--- config.mk ---
export PLATFORM = sky130hd
export DESIGN_NAME = pvs_port
export DESIGN_NICKNAME = d
export VERILOG_FILES = /design/src/hw/pvs_unused_placeholder_none.sv /design/src/hw/pvs_pkg.sv /design/src/hw/pvs_port.sv
export SDC_FILE = /design/constraint.sdc
export NUM_CORES = 1
export LEC_CHECK = 0
export BUFFER_PORTS_ARGS = -buffer_cell sky130_fd_sc_hd__buf_2
export CAP_MARGIN = 20
export CORE_ASPECT_RATIO = 1.2
export CORE_MARGIN = 8
export CORE_UTILIZATION = 28
export CTS_BUF_LIST = sky130_fd_sc_hd__clkbuf_8
export DETAILED_ROUTE_END_ITERATION = 7
export GPL_TIMING_DRIVEN = 1
export SYNTH_ARGS = -nofsm -noshare
export SYNTH_HDL_FRONTEND = slang
export SYNTH_SLANG_ARGS = --single-unit
export TNS_END_PERCENT = 50
--- constraint.sdc ---
create_clock -name clk_i -period 9.28 [get_ports clk_i]
set_input_delay 0 -clock clk_i [delete_from_list [all_inputs] [get_ports clk_i]]
set_output_delay 0 -clock clk_i [all_outputs]
set_load 0.02 [all_outputs]
--- src/hw/pvs_unused_placeholder_none.sv ---
// intentionally empty: no further design units
`timescale 1ns/10ps

--- src/hw/pvs_pkg.sv ---
// package: constants, register map and carrier types of the voice serial port
package pvs_pkg;

    localparam int unsigned PVS_CLK_HZ     = 100_000_000;
    localparam int unsigned PVS_FRAME_HZ   = 8_000;
    localparam int unsigned PVS_BCLK_128K  = 128_000;
    localparam int unsigned PVS_BCLK_256K  = 256_000;
    localparam int unsigned PVS_BCLK_512K  = 512_000;
    localparam int unsigned PVS_LONG_SYNC_BITS = 8;
    localparam int unsigned PVS_NUM_SLOTS  = 4;
    localparam int unsigned PVS_MAX_LINKS  = 3;

    localparam logic [11:0] PVS_ADDR_CFG   = 12'h000;
    localparam logic [11:0] PVS_ADDR_DIV   = 12'h004;
    localparam logic [11:0] PVS_ADDR_STAT  = 12'h008;
    localparam logic [11:0] PVS_ADDR_TX0   = 12'h010;
    localparam logic [11:0] PVS_ADDR_RX0   = 12'h020;

    localparam logic [31:0] PVS_CFG_RST    = 32'h0000_0000;
    localparam logic [31:0] PVS_DIV_RST    = 32'h0020_0186;
    localparam logic [15:0] PVS_SAMPLE_RST = 16'h0000;

    typedef enum logic [1:0] {
        PVS_SYNC_LONG  = 2'h0,
        PVS_SYNC_SHORT = 2'h1,
        PVS_SYNC_GCI   = 2'h2
    } pvs_sync_t;

    typedef enum logic [1:0] {
        PVS_FMT_LIN13 = 2'h0,
        PVS_FMT_LIN16 = 2'h1,
        PVS_FMT_MULAW = 2'h2,
        PVS_FMT_ALAW  = 2'h3
    } pvs_fmt_t;

    typedef enum logic [1:0] {
        PVS_PAD_SIGN  = 2'h0,
        PVS_PAD_ZERO  = 2'h1,
        PVS_PAD_ATTEN = 2'h2
    } pvs_pad_t;

    // audio_port_config_key, one persistent word
    typedef struct packed {
        logic [10:0] rsv;
        logic [1:0]  slow_sel;
        logic        fast_src;
        logic [3:0]  slot_mask;
        logic        hz_early;
        logic        lsb_first;
        logic [2:0]  atten;
        logic [1:0]  pad;
        logic [1:0]  fmt;
        logic        slot16;
        logic [1:0]  sync_fmt;
        logic        master;
        logic        enable;
    } pvs_cfg_t;

    typedef struct packed {
        logic [6:0]  rsv;
        logic [8:0]  frame_bits;
        logic        rsv2;
        logic [14:0] half_div;
    } pvs_div_t;

    typedef struct packed {
        logic clk;
        logic clk_oe;
        logic sync;
        logic sync_oe;
        logic dout;
        logic dout_oe;
    } pvs_pins_t;

endpackage

--- src/hw/pvs_port.sv ---
// voice serial port: apb registers, bit clock, framing, slot shifter
`timescale 1ns/10ps
module pvs_port
    import pvs_pkg::*;
#(
    parameter int unsigned CLK_HZ = PVS_CLK_HZ
) (
    input  wire logic        clk_i,
    input  wire logic        reset_i,
    input  wire logic        psel_i,
    input  wire logic        penable_i,
    input  wire logic        pwrite_i,
    input  wire logic [11:0] paddr_i,
    input  wire logic [31:0] pwdata_i,
    output logic      [31:0] prdata_o,
    output logic             pready_o,
    output logic             pslverr_o,
    input  wire logic        pcm_clk_i,
    input  wire logic        pcm_sync_i,
    input  wire logic        pcm_din_i,
    output pvs_pins_t        pcm_o
);

    localparam logic [14:0] HALF_128K = 15'(CLK_HZ / (2 * PVS_BCLK_128K));
    localparam logic [14:0] HALF_256K = 15'(CLK_HZ / (2 * PVS_BCLK_256K));
    localparam logic [14:0] HALF_512K = 15'(CLK_HZ / (2 * PVS_BCLK_512K));
    localparam logic [8:0]  FRAME_128K = 9'(PVS_BCLK_128K / PVS_FRAME_HZ);
    localparam logic [8:0]  FRAME_256K = 9'(PVS_BCLK_256K / PVS_FRAME_HZ);
    localparam logic [8:0]  FRAME_512K = 9'(PVS_BCLK_512K / PVS_FRAME_HZ);
    localparam logic [8:0]  LONG_BITS  = 9'(PVS_LONG_SYNC_BITS);

    // divider must give at least one cycle per half period at 512 khz
    if (CLK_HZ < 2 * PVS_BCLK_512K || CLK_HZ / (2 * PVS_BCLK_128K) > 32767) begin : g_chk
        $error("pvs_port: CLK_HZ out of range");
    end

    // keep at most three of the requested slots, lowest first
    function automatic logic [3:0] limit_links(input logic [3:0] m);
        logic [3:0] r;
        int unsigned n;
        r = 4'h0;
        n = 0;
        for (int i = 0; i < PVS_NUM_SLOTS; i++) begin
            if (m[i] && n < PVS_MAX_LINKS) begin
                r[i] = 1'b1;
                n++;
            end
        end
        return r;
    endfunction

    // slot word, first transmitted bit at [15] when msb first
    function automatic logic [15:0] build_word(input logic [15:0] s, input pvs_cfg_t c);
        logic [15:0] w;
        w = s;
        if (!c.slot16) begin
            // narrow slot: only an 8-bit sample fits, linear keeps its top byte
            w = (c.fmt == PVS_FMT_LIN13) ? {s[12:5], 8'h00}
                : (c.fmt == PVS_FMT_LIN16) ? {s[15:8], 8'h00} : {s[7:0], 8'h00};
        end else if (c.fmt == PVS_FMT_LIN13) begin
            case (c.pad)
                PVS_PAD_SIGN:  w = {{3{s[12]}}, s[12:0]};
                PVS_PAD_ATTEN: w = {s[12:0], c.atten};
                default:       w = {s[12:0], 3'h0};
            endcase
        end else if (c.fmt != PVS_FMT_LIN16) begin
            case (c.pad)
                PVS_PAD_SIGN:  w = {{8{s[7]}}, s[7:0]};
                PVS_PAD_ATTEN: w = {s[7:0], 5'h00, c.atten};
                default:       w = {s[7:0], 8'h00};
            endcase
        end
        return w;
    endfunction

    function automatic logic mapped(input logic [11:0] a);
        return a == PVS_ADDR_CFG || a == PVS_ADDR_DIV || a == PVS_ADDR_STAT
            || ((a[11:4] == PVS_ADDR_TX0[11:4] || a[11:4] == PVS_ADDR_RX0[11:4])
                && a[1:0] == 2'h0);
    endfunction

    pvs_cfg_t    cfg_ff;
    pvs_div_t    div_ff;
    logic [15:0] tx_ff [PVS_NUM_SLOTS];
    logic [15:0] rx_ff [PVS_NUM_SLOTS];
    logic [31:0] prdata_ff;
    logic        pready_ff;
    logic        pslverr_ff;
    logic [2:0]  clk_sy_ff;
    logic [2:0]  sync_sy_ff;
    logic [2:0]  din_sy_ff;
    logic        clk_f_ff;
    logic        sync_f_ff;
    logic        din_f_ff;
    logic [14:0] half_cnt_ff;
    pvs_pins_t   pins_ff;
    logic [8:0]  bit_cnt_ff;
    logic        wrap_pend_ff;
    logic        sync_prev_ff;
    logic [15:0] rx_sh_ff;
    logic [15:0] frames_ff;

    logic        active;
    logic        master;
    logic [1:0]  sync_fmt;
    logic        slot16;
    logic [3:0]  eff_mask;
    logic [14:0] half_tgt;
    logic [8:0]  frame_len;
    logic        tick;
    logic        rise_ev;
    logic        fall_ev;
    logic        sync_now;
    logic        frame_start;
    logic [8:0]  nxt_bit_cnt;
    logic [8:0]  nxt_plus;
    logic [3:0]  nxt_pos;
    logic [4:0]  nxt_slot;
    logic        nxt_slot_on;
    logic [15:0] nxt_word;
    logic [3:0]  cur_pos;
    logic [4:0]  cur_slot;
    logic        cur_slot_on;
    logic        cur_last;
    logic [15:0] nxt_rx_sh;
    logic [31:0] rd_mux;
    logic        acc;

    assign active   = cfg_ff.enable;
    assign master   = cfg_ff.master;
    assign sync_fmt = cfg_ff.sync_fmt;
    // gci carries the two 8-bit b channels in the first two slots
    assign slot16   = (sync_fmt == PVS_SYNC_GCI) ? 1'b0 : cfg_ff.slot16;
    assign eff_mask = limit_links((sync_fmt == PVS_SYNC_GCI) ? 4'h3 : cfg_ff.slot_mask);

    always_comb begin
        half_tgt  = div_ff.half_div;
        frame_len = div_ff.frame_bits;
        if (!cfg_ff.fast_src) begin
            case (cfg_ff.slow_sel)
                2'h0: begin
                    half_tgt  = HALF_128K;
                    frame_len = FRAME_128K;
                end
                2'h1: begin
                    half_tgt  = HALF_256K;
                    frame_len = FRAME_256K;
                end
                default: begin
                    half_tgt  = HALF_512K;
                    frame_len = FRAME_512K;
                end
            endcase
        end
        if (!master) begin
            half_tgt  = div_ff.half_div;
            frame_len = div_ff.frame_bits;
        end
    end

    // pin synchronisers: a change counts once stages two and three agree
    always_ff @(posedge clk_i or posedge reset_i) begin
        if (reset_i) begin
            clk_sy_ff  <= 3'h0;
            sync_sy_ff <= 3'h0;
            din_sy_ff  <= 3'h0;
            clk_f_ff   <= 1'b0;
            sync_f_ff  <= 1'b0;
            din_f_ff   <= 1'b0;
        end else begin
            clk_sy_ff  <= {clk_sy_ff[1:0], pcm_clk_i};
            sync_sy_ff <= {sync_sy_ff[1:0], pcm_sync_i};
            din_sy_ff  <= {din_sy_ff[1:0], pcm_din_i};
            if (clk_sy_ff[1] == clk_sy_ff[2]) begin
                clk_f_ff <= clk_sy_ff[2];
            end
            if (sync_sy_ff[1] == sync_sy_ff[2]) begin
                sync_f_ff <= sync_sy_ff[2];
            end
            if (din_sy_ff[1] == din_sy_ff[2]) begin
                din_f_ff <= din_sy_ff[2];
            end
        end
    end

    // master: divider tick toggles the clock; slave: edges of the filtered pin
    assign tick    = active && master && half_cnt_ff == 15'h0000;
    assign rise_ev = master ? (tick && !pins_ff.clk)
                   : (active && clk_sy_ff[1] == clk_sy_ff[2] && clk_sy_ff[2] && !clk_f_ff);
    assign fall_ev = master ? (tick && pins_ff.clk)
                   : (active && clk_sy_ff[1] == clk_sy_ff[2] && !clk_sy_ff[2] && clk_f_ff);

    always_ff @(posedge clk_i or posedge reset_i) begin
        if (reset_i) begin
            half_cnt_ff <= 15'h0000;
        end else if (!active || !master || half_cnt_ff == 15'h0000) begin
            half_cnt_ff <= (half_tgt == 15'h0000) ? 15'h0000 : half_tgt - 15'h0001;
        end else begin
            half_cnt_ff <= half_cnt_ff - 15'h0001;
        end
    end

    // bit position of the bit about to be launched
    assign nxt_plus    = bit_cnt_ff + 9'h001;
    assign nxt_bit_cnt = (wrap_pend_ff || nxt_plus >= frame_len) ? 9'h000 : nxt_plus;
    assign nxt_pos     = slot16 ? nxt_bit_cnt[3:0] : {1'b0, nxt_bit_cnt[2:0]};
    assign nxt_slot    = slot16 ? nxt_bit_cnt[8:4] : {1'b0, nxt_bit_cnt[6:3]};
    assign nxt_slot_on = nxt_slot < 5'(PVS_NUM_SLOTS) && eff_mask[nxt_slot[1:0]];
    assign nxt_word    = build_word(tx_ff[nxt_slot[1:0]], cfg_ff);
    assign cur_pos     = slot16 ? bit_cnt_ff[3:0] : {1'b0, bit_cnt_ff[2:0]};
    assign cur_slot    = slot16 ? bit_cnt_ff[8:4] : {1'b0, bit_cnt_ff[6:3]};
    assign cur_slot_on = cur_slot < 5'(PVS_NUM_SLOTS) && eff_mask[cur_slot[1:0]];
    assign cur_last    = cur_pos == (slot16 ? 4'hF : 4'h7);

    // frame start as seen at the capture edge
    assign sync_now    = master ? pins_ff.sync : sync_f_ff;
    assign frame_start = (sync_fmt == PVS_SYNC_SHORT) ? (!sync_now && sync_prev_ff)
                       : (sync_now && !sync_prev_ff);

    always_ff @(posedge clk_i or posedge reset_i) begin
        if (reset_i) begin
            bit_cnt_ff   <= 9'h000;
            wrap_pend_ff <= 1'b0;
            sync_prev_ff <= 1'b0;
            frames_ff    <= 16'h0000;
        end else if (!active) begin
            bit_cnt_ff   <= 9'h000;
            wrap_pend_ff <= 1'b0;
            sync_prev_ff <= 1'b0;
        end else if (rise_ev) begin
            bit_cnt_ff   <= nxt_bit_cnt;
            wrap_pend_ff <= 1'b0;
        end else if (fall_ev) begin
            sync_prev_ff <= sync_now;
            if (frame_start) begin
                frames_ff <= frames_ff + 16'h0001;
                if (!master) begin
                    bit_cnt_ff <= 9'h000;
                end
            end
            // short sync high in the last bit: next launch is bit zero
            if (!master && sync_fmt == PVS_SYNC_SHORT && sync_now) begin
                wrap_pend_ff <= 1'b1;
            end
        end
    end

    // pin drivers: sync and data launched from the rising edge, early dout_oe release on the falling edge
    always_ff @(posedge clk_i or posedge reset_i) begin
        if (reset_i) begin
            pins_ff <= '0;
        end else if (!active) begin
            pins_ff <= '0;
        end else begin
            pins_ff.clk_oe  <= master;
            pins_ff.sync_oe <= master;
            if (tick) begin
                pins_ff.clk <= !pins_ff.clk;
            end
            if (rise_ev) begin
                case (sync_fmt)
                    PVS_SYNC_LONG:  pins_ff.sync <= nxt_bit_cnt < LONG_BITS;
                    PVS_SYNC_SHORT: pins_ff.sync <= nxt_bit_cnt == frame_len - 9'h001;
                    default:        pins_ff.sync <= nxt_bit_cnt == 9'h000;
                endcase
                pins_ff.dout_oe <= nxt_slot_on;
                pins_ff.dout    <= cfg_ff.lsb_first
                                 ? nxt_word[(slot16 ? 4'h0 : 4'h8) + nxt_pos]
                                 : nxt_word[4'hF - nxt_pos];
            end else if (fall_ev && cfg_ff.hz_early && cur_last) begin
                pins_ff.dout_oe <= 1'b0;
            end
            if (!master) begin
                pins_ff.sync <= 1'b0;
                pins_ff.clk  <= 1'b0;
            end
        end
    end

    // capture shifter; narrow slots fill the low byte when msb first, the high byte when lsb first
    assign nxt_rx_sh = cfg_ff.lsb_first ? {din_f_ff, rx_sh_ff[15:1]}
                                        : {rx_sh_ff[14:0], din_f_ff};

    always_ff @(posedge clk_i or posedge reset_i) begin
        if (reset_i) begin
            rx_sh_ff <= 16'h0000;
        end else if (fall_ev && cur_slot_on) begin
            rx_sh_ff <= nxt_rx_sh;
        end
    end

    // one sample per enabled slot per frame; raw slot bits, padding kept
    always_ff @(posedge clk_i or posedge reset_i) begin
        if (reset_i) begin
            for (int i = 0; i < PVS_NUM_SLOTS; i++) begin
                rx_ff[i] <= PVS_SAMPLE_RST;
            end
        end else if (fall_ev && cur_slot_on && cur_last) begin
            if (slot16 || !cfg_ff.lsb_first) begin
                rx_ff[cur_slot[1:0]] <= slot16 ? nxt_rx_sh : {8'h00, nxt_rx_sh[7:0]};
            end else begin
                rx_ff[cur_slot[1:0]] <= {8'h00, nxt_rx_sh[15:8]};
            end
        end
    end

    // apb slave: one access cycle, reads latched at the setup edge
    assign acc = psel_i && penable_i && pready_ff;

    always_comb begin
        rd_mux = 32'h0000_0000;
        if (paddr_i == PVS_ADDR_CFG) begin
            rd_mux = cfg_ff;
        end else if (paddr_i == PVS_ADDR_DIV) begin
            rd_mux = div_ff;
        end else if (paddr_i == PVS_ADDR_STAT) begin
            rd_mux = {frames_ff, 7'h00, bit_cnt_ff};
        end else if (paddr_i[11:4] == PVS_ADDR_TX0[11:4]) begin
            rd_mux = {16'h0000, tx_ff[paddr_i[3:2]]};
        end else if (paddr_i[11:4] == PVS_ADDR_RX0[11:4]) begin
            rd_mux = {16'h0000, rx_ff[paddr_i[3:2]]};
        end
    end

    always_ff @(posedge clk_i or posedge reset_i) begin
        if (reset_i) begin
            pready_ff  <= 1'b0;
            pslverr_ff <= 1'b0;
            prdata_ff  <= 32'h0000_0000;
        end else begin
            pready_ff  <= psel_i && !penable_i;
            pslverr_ff <= psel_i && !penable_i && !mapped(paddr_i);
            if (psel_i && !penable_i) begin
                prdata_ff <= (pwrite_i || !mapped(paddr_i)) ? 32'h0000_0000 : rd_mux;
            end
        end
    end

    // configuration word steers the options; divider word sets fast or slave clock and frame length
    always_ff @(posedge clk_i or posedge reset_i) begin
        if (reset_i) begin
            cfg_ff <= PVS_CFG_RST;
            div_ff <= PVS_DIV_RST;
        end else if (acc && pwrite_i) begin
            if (paddr_i == PVS_ADDR_CFG) begin
                cfg_ff     <= pwdata_i;
                cfg_ff.rsv <= '0;
            end
            if (paddr_i == PVS_ADDR_DIV) begin
                div_ff      <= pwdata_i;
                div_ff.rsv  <= '0;
                div_ff.rsv2 <= 1'b0;
            end
        end
    end

    // transmit samples; software may update them mid-frame at its own risk
    always_ff @(posedge clk_i or posedge reset_i) begin
        if (reset_i) begin
            for (int i = 0; i < PVS_NUM_SLOTS; i++) begin
                tx_ff[i] <= PVS_SAMPLE_RST;
            end
        end else if (acc && pwrite_i && paddr_i[11:4] == PVS_ADDR_TX0[11:4]
                     && paddr_i[1:0] == 2'h0) begin
            tx_ff[paddr_i[3:2]] <= pwdata_i[15:0];
        end
    end

    assign prdata_o  = prdata_ff;
    assign pready_o  = pready_ff;
    assign pslverr_o = pslverr_ff;
    assign pcm_o     = pins_ff;

endmodule

==> impl.org <==
** Global route
- Pin count of the biggest net entering global routing :: 131
- GR peak layer :: met2
- Global routing finished with a remaining overflow of 0.
- Total routing resource utilization after global routing :: 15.41%
- Number of antenna violations at the first check in global routing :: 1
- The first global-routing pass estimated 77110 um of wire.
- Met3 Resource Use GR :: 2.440%
- Met1 usage :: 18.68%
- For this run, global-route usage on met2 was measured as 25.31%.
- Vias in the first global route :: 12798

** Hold path
- The worst hold path begins at pcm_sync_i.
- The path class of the tightest hold or removal check is in -> reg.
- Endpoint of the worst hold-timing path :: sync_sy_ff[0]
- Depth of the worst hold-timing path :: 2

** Die
- The floorplan step defined a core boundary enclosing 54810 sq um.
- From left edge to right edge, the die measures 230.9 um.
- For this design the top-level I/O count stands at 92.
- The floorplan step defined a die boundary enclosing 63230 sq um.
- Number of rows in the core area :: 94
- Vertical extent of the die :: 273.9 um
- Starting utilization of the core area :: 28.31%

** Synthesis
- The share of the Yosys chip area taken by registers is 45.52%.
- The average instance in the mapped netlist occupies 10.73 sq um.
- Among all flip-flop cells after synthesis, the most frequent one is dfrtp_1.
- Async SR Flop Fraction :: 100.0%
- In this run the cell area of the synthesized design comes to 15520 sq um.
- Synthesized net count :: 1514
- In this run, distinct cell masters in the synthesized netlist total 94.
- Cells after synthesis :: 1446
- For this run, the number of Yosys warnings is 0.
- Number of flops mapped to enable cells by yosys :: 0
- After synthesis the netlist holds a flip-flop and latch count of 282.

** Drt
- Drt via density :: 5.425
- The detail route stage leaves a number of antenna-violating nets equal to 0.
- The first detailed-routing pass ran for 5 iterations.
- DRC violations left :: 0
- Detailed routing inserted a total of 12538 vias.
- In the final routed layout, each cell accounts on average for 21.39 um.
- Total Wirelength :: 49430 um
- Detailed Route Iter0 Violations :: 961

** STA
- Final Max Tran Viols :: 0
- The final count of hold timing violations is 0.
- Setup violations remaining at the end of the flow were counted as 0.
- At the pin with the least slew margin, the transition time is 1.069 ns.
- Period Utilization, post-route :: 57.45%
- After routing, the total negative slack on setup checks comes to 0 ns.
- Unrepaired setup endpoints after global routing :: no
- For the finished layout, the period the worst path requires is 5.332 ns.
- Headroom to the max-slew limit came out at 28.65%.
- Fmax achieved :: 187.6 MHz
- Worst setup margin :: 3.948 ns
- Clock skew on the completed layout was measured at 0.04031 ns.

** Power
- Peak VDD IR :: 0.00009586 V
- Power share of the clock group :: 45.5%
- In this run the static leakage power is 7.979 nW.
- Power density over cell area :: 141.2 nW/um^2
- Relative contribution of sequential cells to total power :: 49.5%
- Cell internal power was estimated by the tool at 0.001925 W.
- Net switching power of the design :: 0.0006257 W
- Comb pwr share :: 5.0%
- Of the total power, the share spent switching nets is 24.53%.

** Critical path
- Startpoint Class :: register
- Data arrival at the endpoint of the critical path :: 5.82 ns
- The setup check on the worst reg-to-reg path leaves a slack of 3.95 ns.
- Slowest stage cell on the critical path :: a31oi_4
- Traced cell by cell, the critical path runs through buf_4 > ha_1 > nand3_1 > xor2_2 > inv_2 > ha_1 > nand4_1 > or2_2 > a31oi_4 > nor2_1 > o221a_2 > a211oi_1 > a2111oi_0 > o211ai_1 > nand3_1 > a221o_1.
- STA classifies the critical path endpoint as a register.
- The startpoint identified for the worst register-to-register timing path is bit_cnt_ff[0].
- Required arrival time at the worst endpoint :: 9.77 ns
- End of the worst register-to-register path :: pcm_o[1]
- Maximum fanout count along the critical path :: 25
- The setup path with the least slack is of type reg -> reg.
- Stage delay of the slowest cell on the critical path :: 0.64 ns
- The number of cells on the worst reg-to-reg path is 16.

** Layout
- With fillers left out, the area of the finished cells amounts to 18070 sq um.
- Fraction of final layout cells with drive strength greater than 1 :: 26.79%
- At the end of the flow the core is filled with cells to 32.97%.
- Final nets :: 1622
- Syn-to-layout area delta :: 16.47%

** Clock network
- TritonCTS built the clock tree.
- Clock-pin transition on the worst setup and hold timing paths :: 0.06 ns
- Clock tree synthesis selected as its root buffer the cell clkbuf_8.
- For the worst-skew pair, the clock arrives at the later sink with an insertion delay of 0.61 ns.
- Clock tree buffer depth :: 3
- TritonCTS buffer count :: 47
- CTS Sinks :: 282
- # H-tree levels :: 2
- Once the clock tree was built, the resizer swapped 0 gates to a different size.

** Place
- Input and output buffers added on the ports amount to 84.
- After detailed placement, the total cell area comes to 16670 sq um.
- The congestion estimate from routability-driven global placement came to 0.9102.
- Timing analysis after detailed placement gives a worst setup slack of 4.045 ns.
- Detailed placement finished with a half-perimeter wire length of 36300 um.

** Job
- Max-Cap Viols :: 0

** Run status
- The flow ran to the end, and the final reports show no timing, DRC or antenna violations.
-- layout make-up --
class                           instances  area (sq um)
Fill cell                            5589         36740
Multi-Input combinational cell       1049          8008
Sequential cell                       282          7063
Timing Repair Buffer                  140         964.7
Tap cell                              720         900.9
Clock buffer                           58         798.3
Clock inverter                         27         200.2
Inverter                               34         135.1
Antenna cell                            1         2.502
-- metrics by stage --
stage                     instances  hold WS [ns]  total power, W
after floorplan                1446       0.03143        0.001355
after global placement         2188        0.1078        0.001399
after detailed placement       2188        0.1099        0.001402
after CTS                      2306       0.06017        0.002583
after global routing           2311       0.07772        0.002647
final                          2311       0.07400        0.002551
-- worst max path at each step --
stage                              from       end  cells past startpoint
after detailed placement  bit_cnt_ff[0]  pcm_o[1]                     16
final                     bit_cnt_ff[0]  pcm_o[1]                     16
after CTS                 bit_cnt_ff[0]  pcm_o[1]                     17
after global placement    bit_cnt_ff[0]  pcm_o[1]                     17
after global routing      bit_cnt_ff[0]  pcm_o[1]                     16
after floorplan                 reset_i    active                      1
-- Yosys cell counts (13+ instances only) --
cell type	number	area, sq um
xor2_1	14	122.6
ha_1	16	200.2
xnor2_1	36	315.3
inv_1	32	120.1
nor3_1	20	100.1
a22o_1	23	201.4
nand3_1	36	180.2
nor2_1	109	409.1
clkbuf_1	47	176.4
a31oi_1	18	112.6
o31ai_1	21	157.7
or3_1	13	81.33
nand2_1	129	484.2
dfrtp_1	277	6932
mux4_2	33	743.2
a21oi_1	71	355.3
a221oi_1	15	131.4
o22ai_1	19	118.9
mux2i_1	27	270.3
buf_2	18	90.09
nand4_1	25	156.4
o21ai_0	58	290.3
mux2_2	166	1869
-- power by group through the flow --
stage | combinational (W) | clock [W] | sequential (W)
after floorplan | 0.0000719 | 0 | 0.00128
after global placement | 0.000115 | 0 | 0.00128
after detailed placement | 0.000117 | 0 | 0.00128
after CTS | 0.000130 | 0.00119 | 0.00126
after global routing | 0.000142 | 0.00124 | 0.00126
final | 0.000128 | 0.00116 | 0.00126
-- worst max-delay path, delay by kind of cell (launching register included) --
family          cells  cell delay (ns)
fa+ha+maj           2             0.73
xor+xnor            1             0.46
flops               1             0.32
buf+inv             2             0.44
simple gates        5             1.11
compound gates      6             2.12
-- routing by layer --
layer / vias up / wire (um)
li1: 5625 / -
met1: 6309 / 19640
met2: 475 / 23640
met3: 129 / 2898
met4: 0 / 3253
met5: - / 0
-- cells by family after synthesis --
group	count (synthesis)	synth area share [%]
AND/OR/NAND/NOR	416	13.11
AO/OA/AOI/OAI	336	15.25
flip-flops	282	45.52
multiplexers	226	18.58
buffers and inverters	115	3.024
XOR/XNOR	52	3.032
adder cells (fa/ha/maj)	19	1.484
-- repair_timing --
action / CTS / global route
buffers inserted: 0 / 0
hold buffers: 33 / 0
setup endpoints to repair: 0 / 0
hold endpoints to repair: 246 / 0
-- flip-flops by register name (all words and copies together), names as in the netlist, 15 cells and up --
register and cells:
half_cnt_ff 15, frames_ff 16, rx_sh_ff 16, tx_ff 64
prdata_o 32, cfg_ff 17, rx_ff 64, div_ff 24
-- cells in the final DEF, fill, tap and decap left out, drive strengths merged, types with 6 or more instances in the layout --
master	synthesis	routed
and3	8	8
nand4	26	26
clkinv	1	6
nand2	134	134
mux4	33	33
mux2	166	166
dlygate4sd3	0	33
nor2b	12	12
a41oi	6	6
nor4	8	8
o211ai	11	11
a221oi	16	16
xor2	16	16
a22oi	13	13
a211o	6	6
nand3	39	39
buf	34	107
a22o	23	23
dfrtp	277	277
a31oi	19	19
nor3	20	20
ha	16	16
nand2b	12	12
a21oi	74	74
o21ai	62	62
nor2	111	111
a211oi	8	8
or3	15	15
inv	33	52
o31ai	21	21
o22ai	19	19
mux2i	27	27
nor3b	10	10
xnor2	36	36
clkbuf	47	58
(Power assumes the default switching activity.)
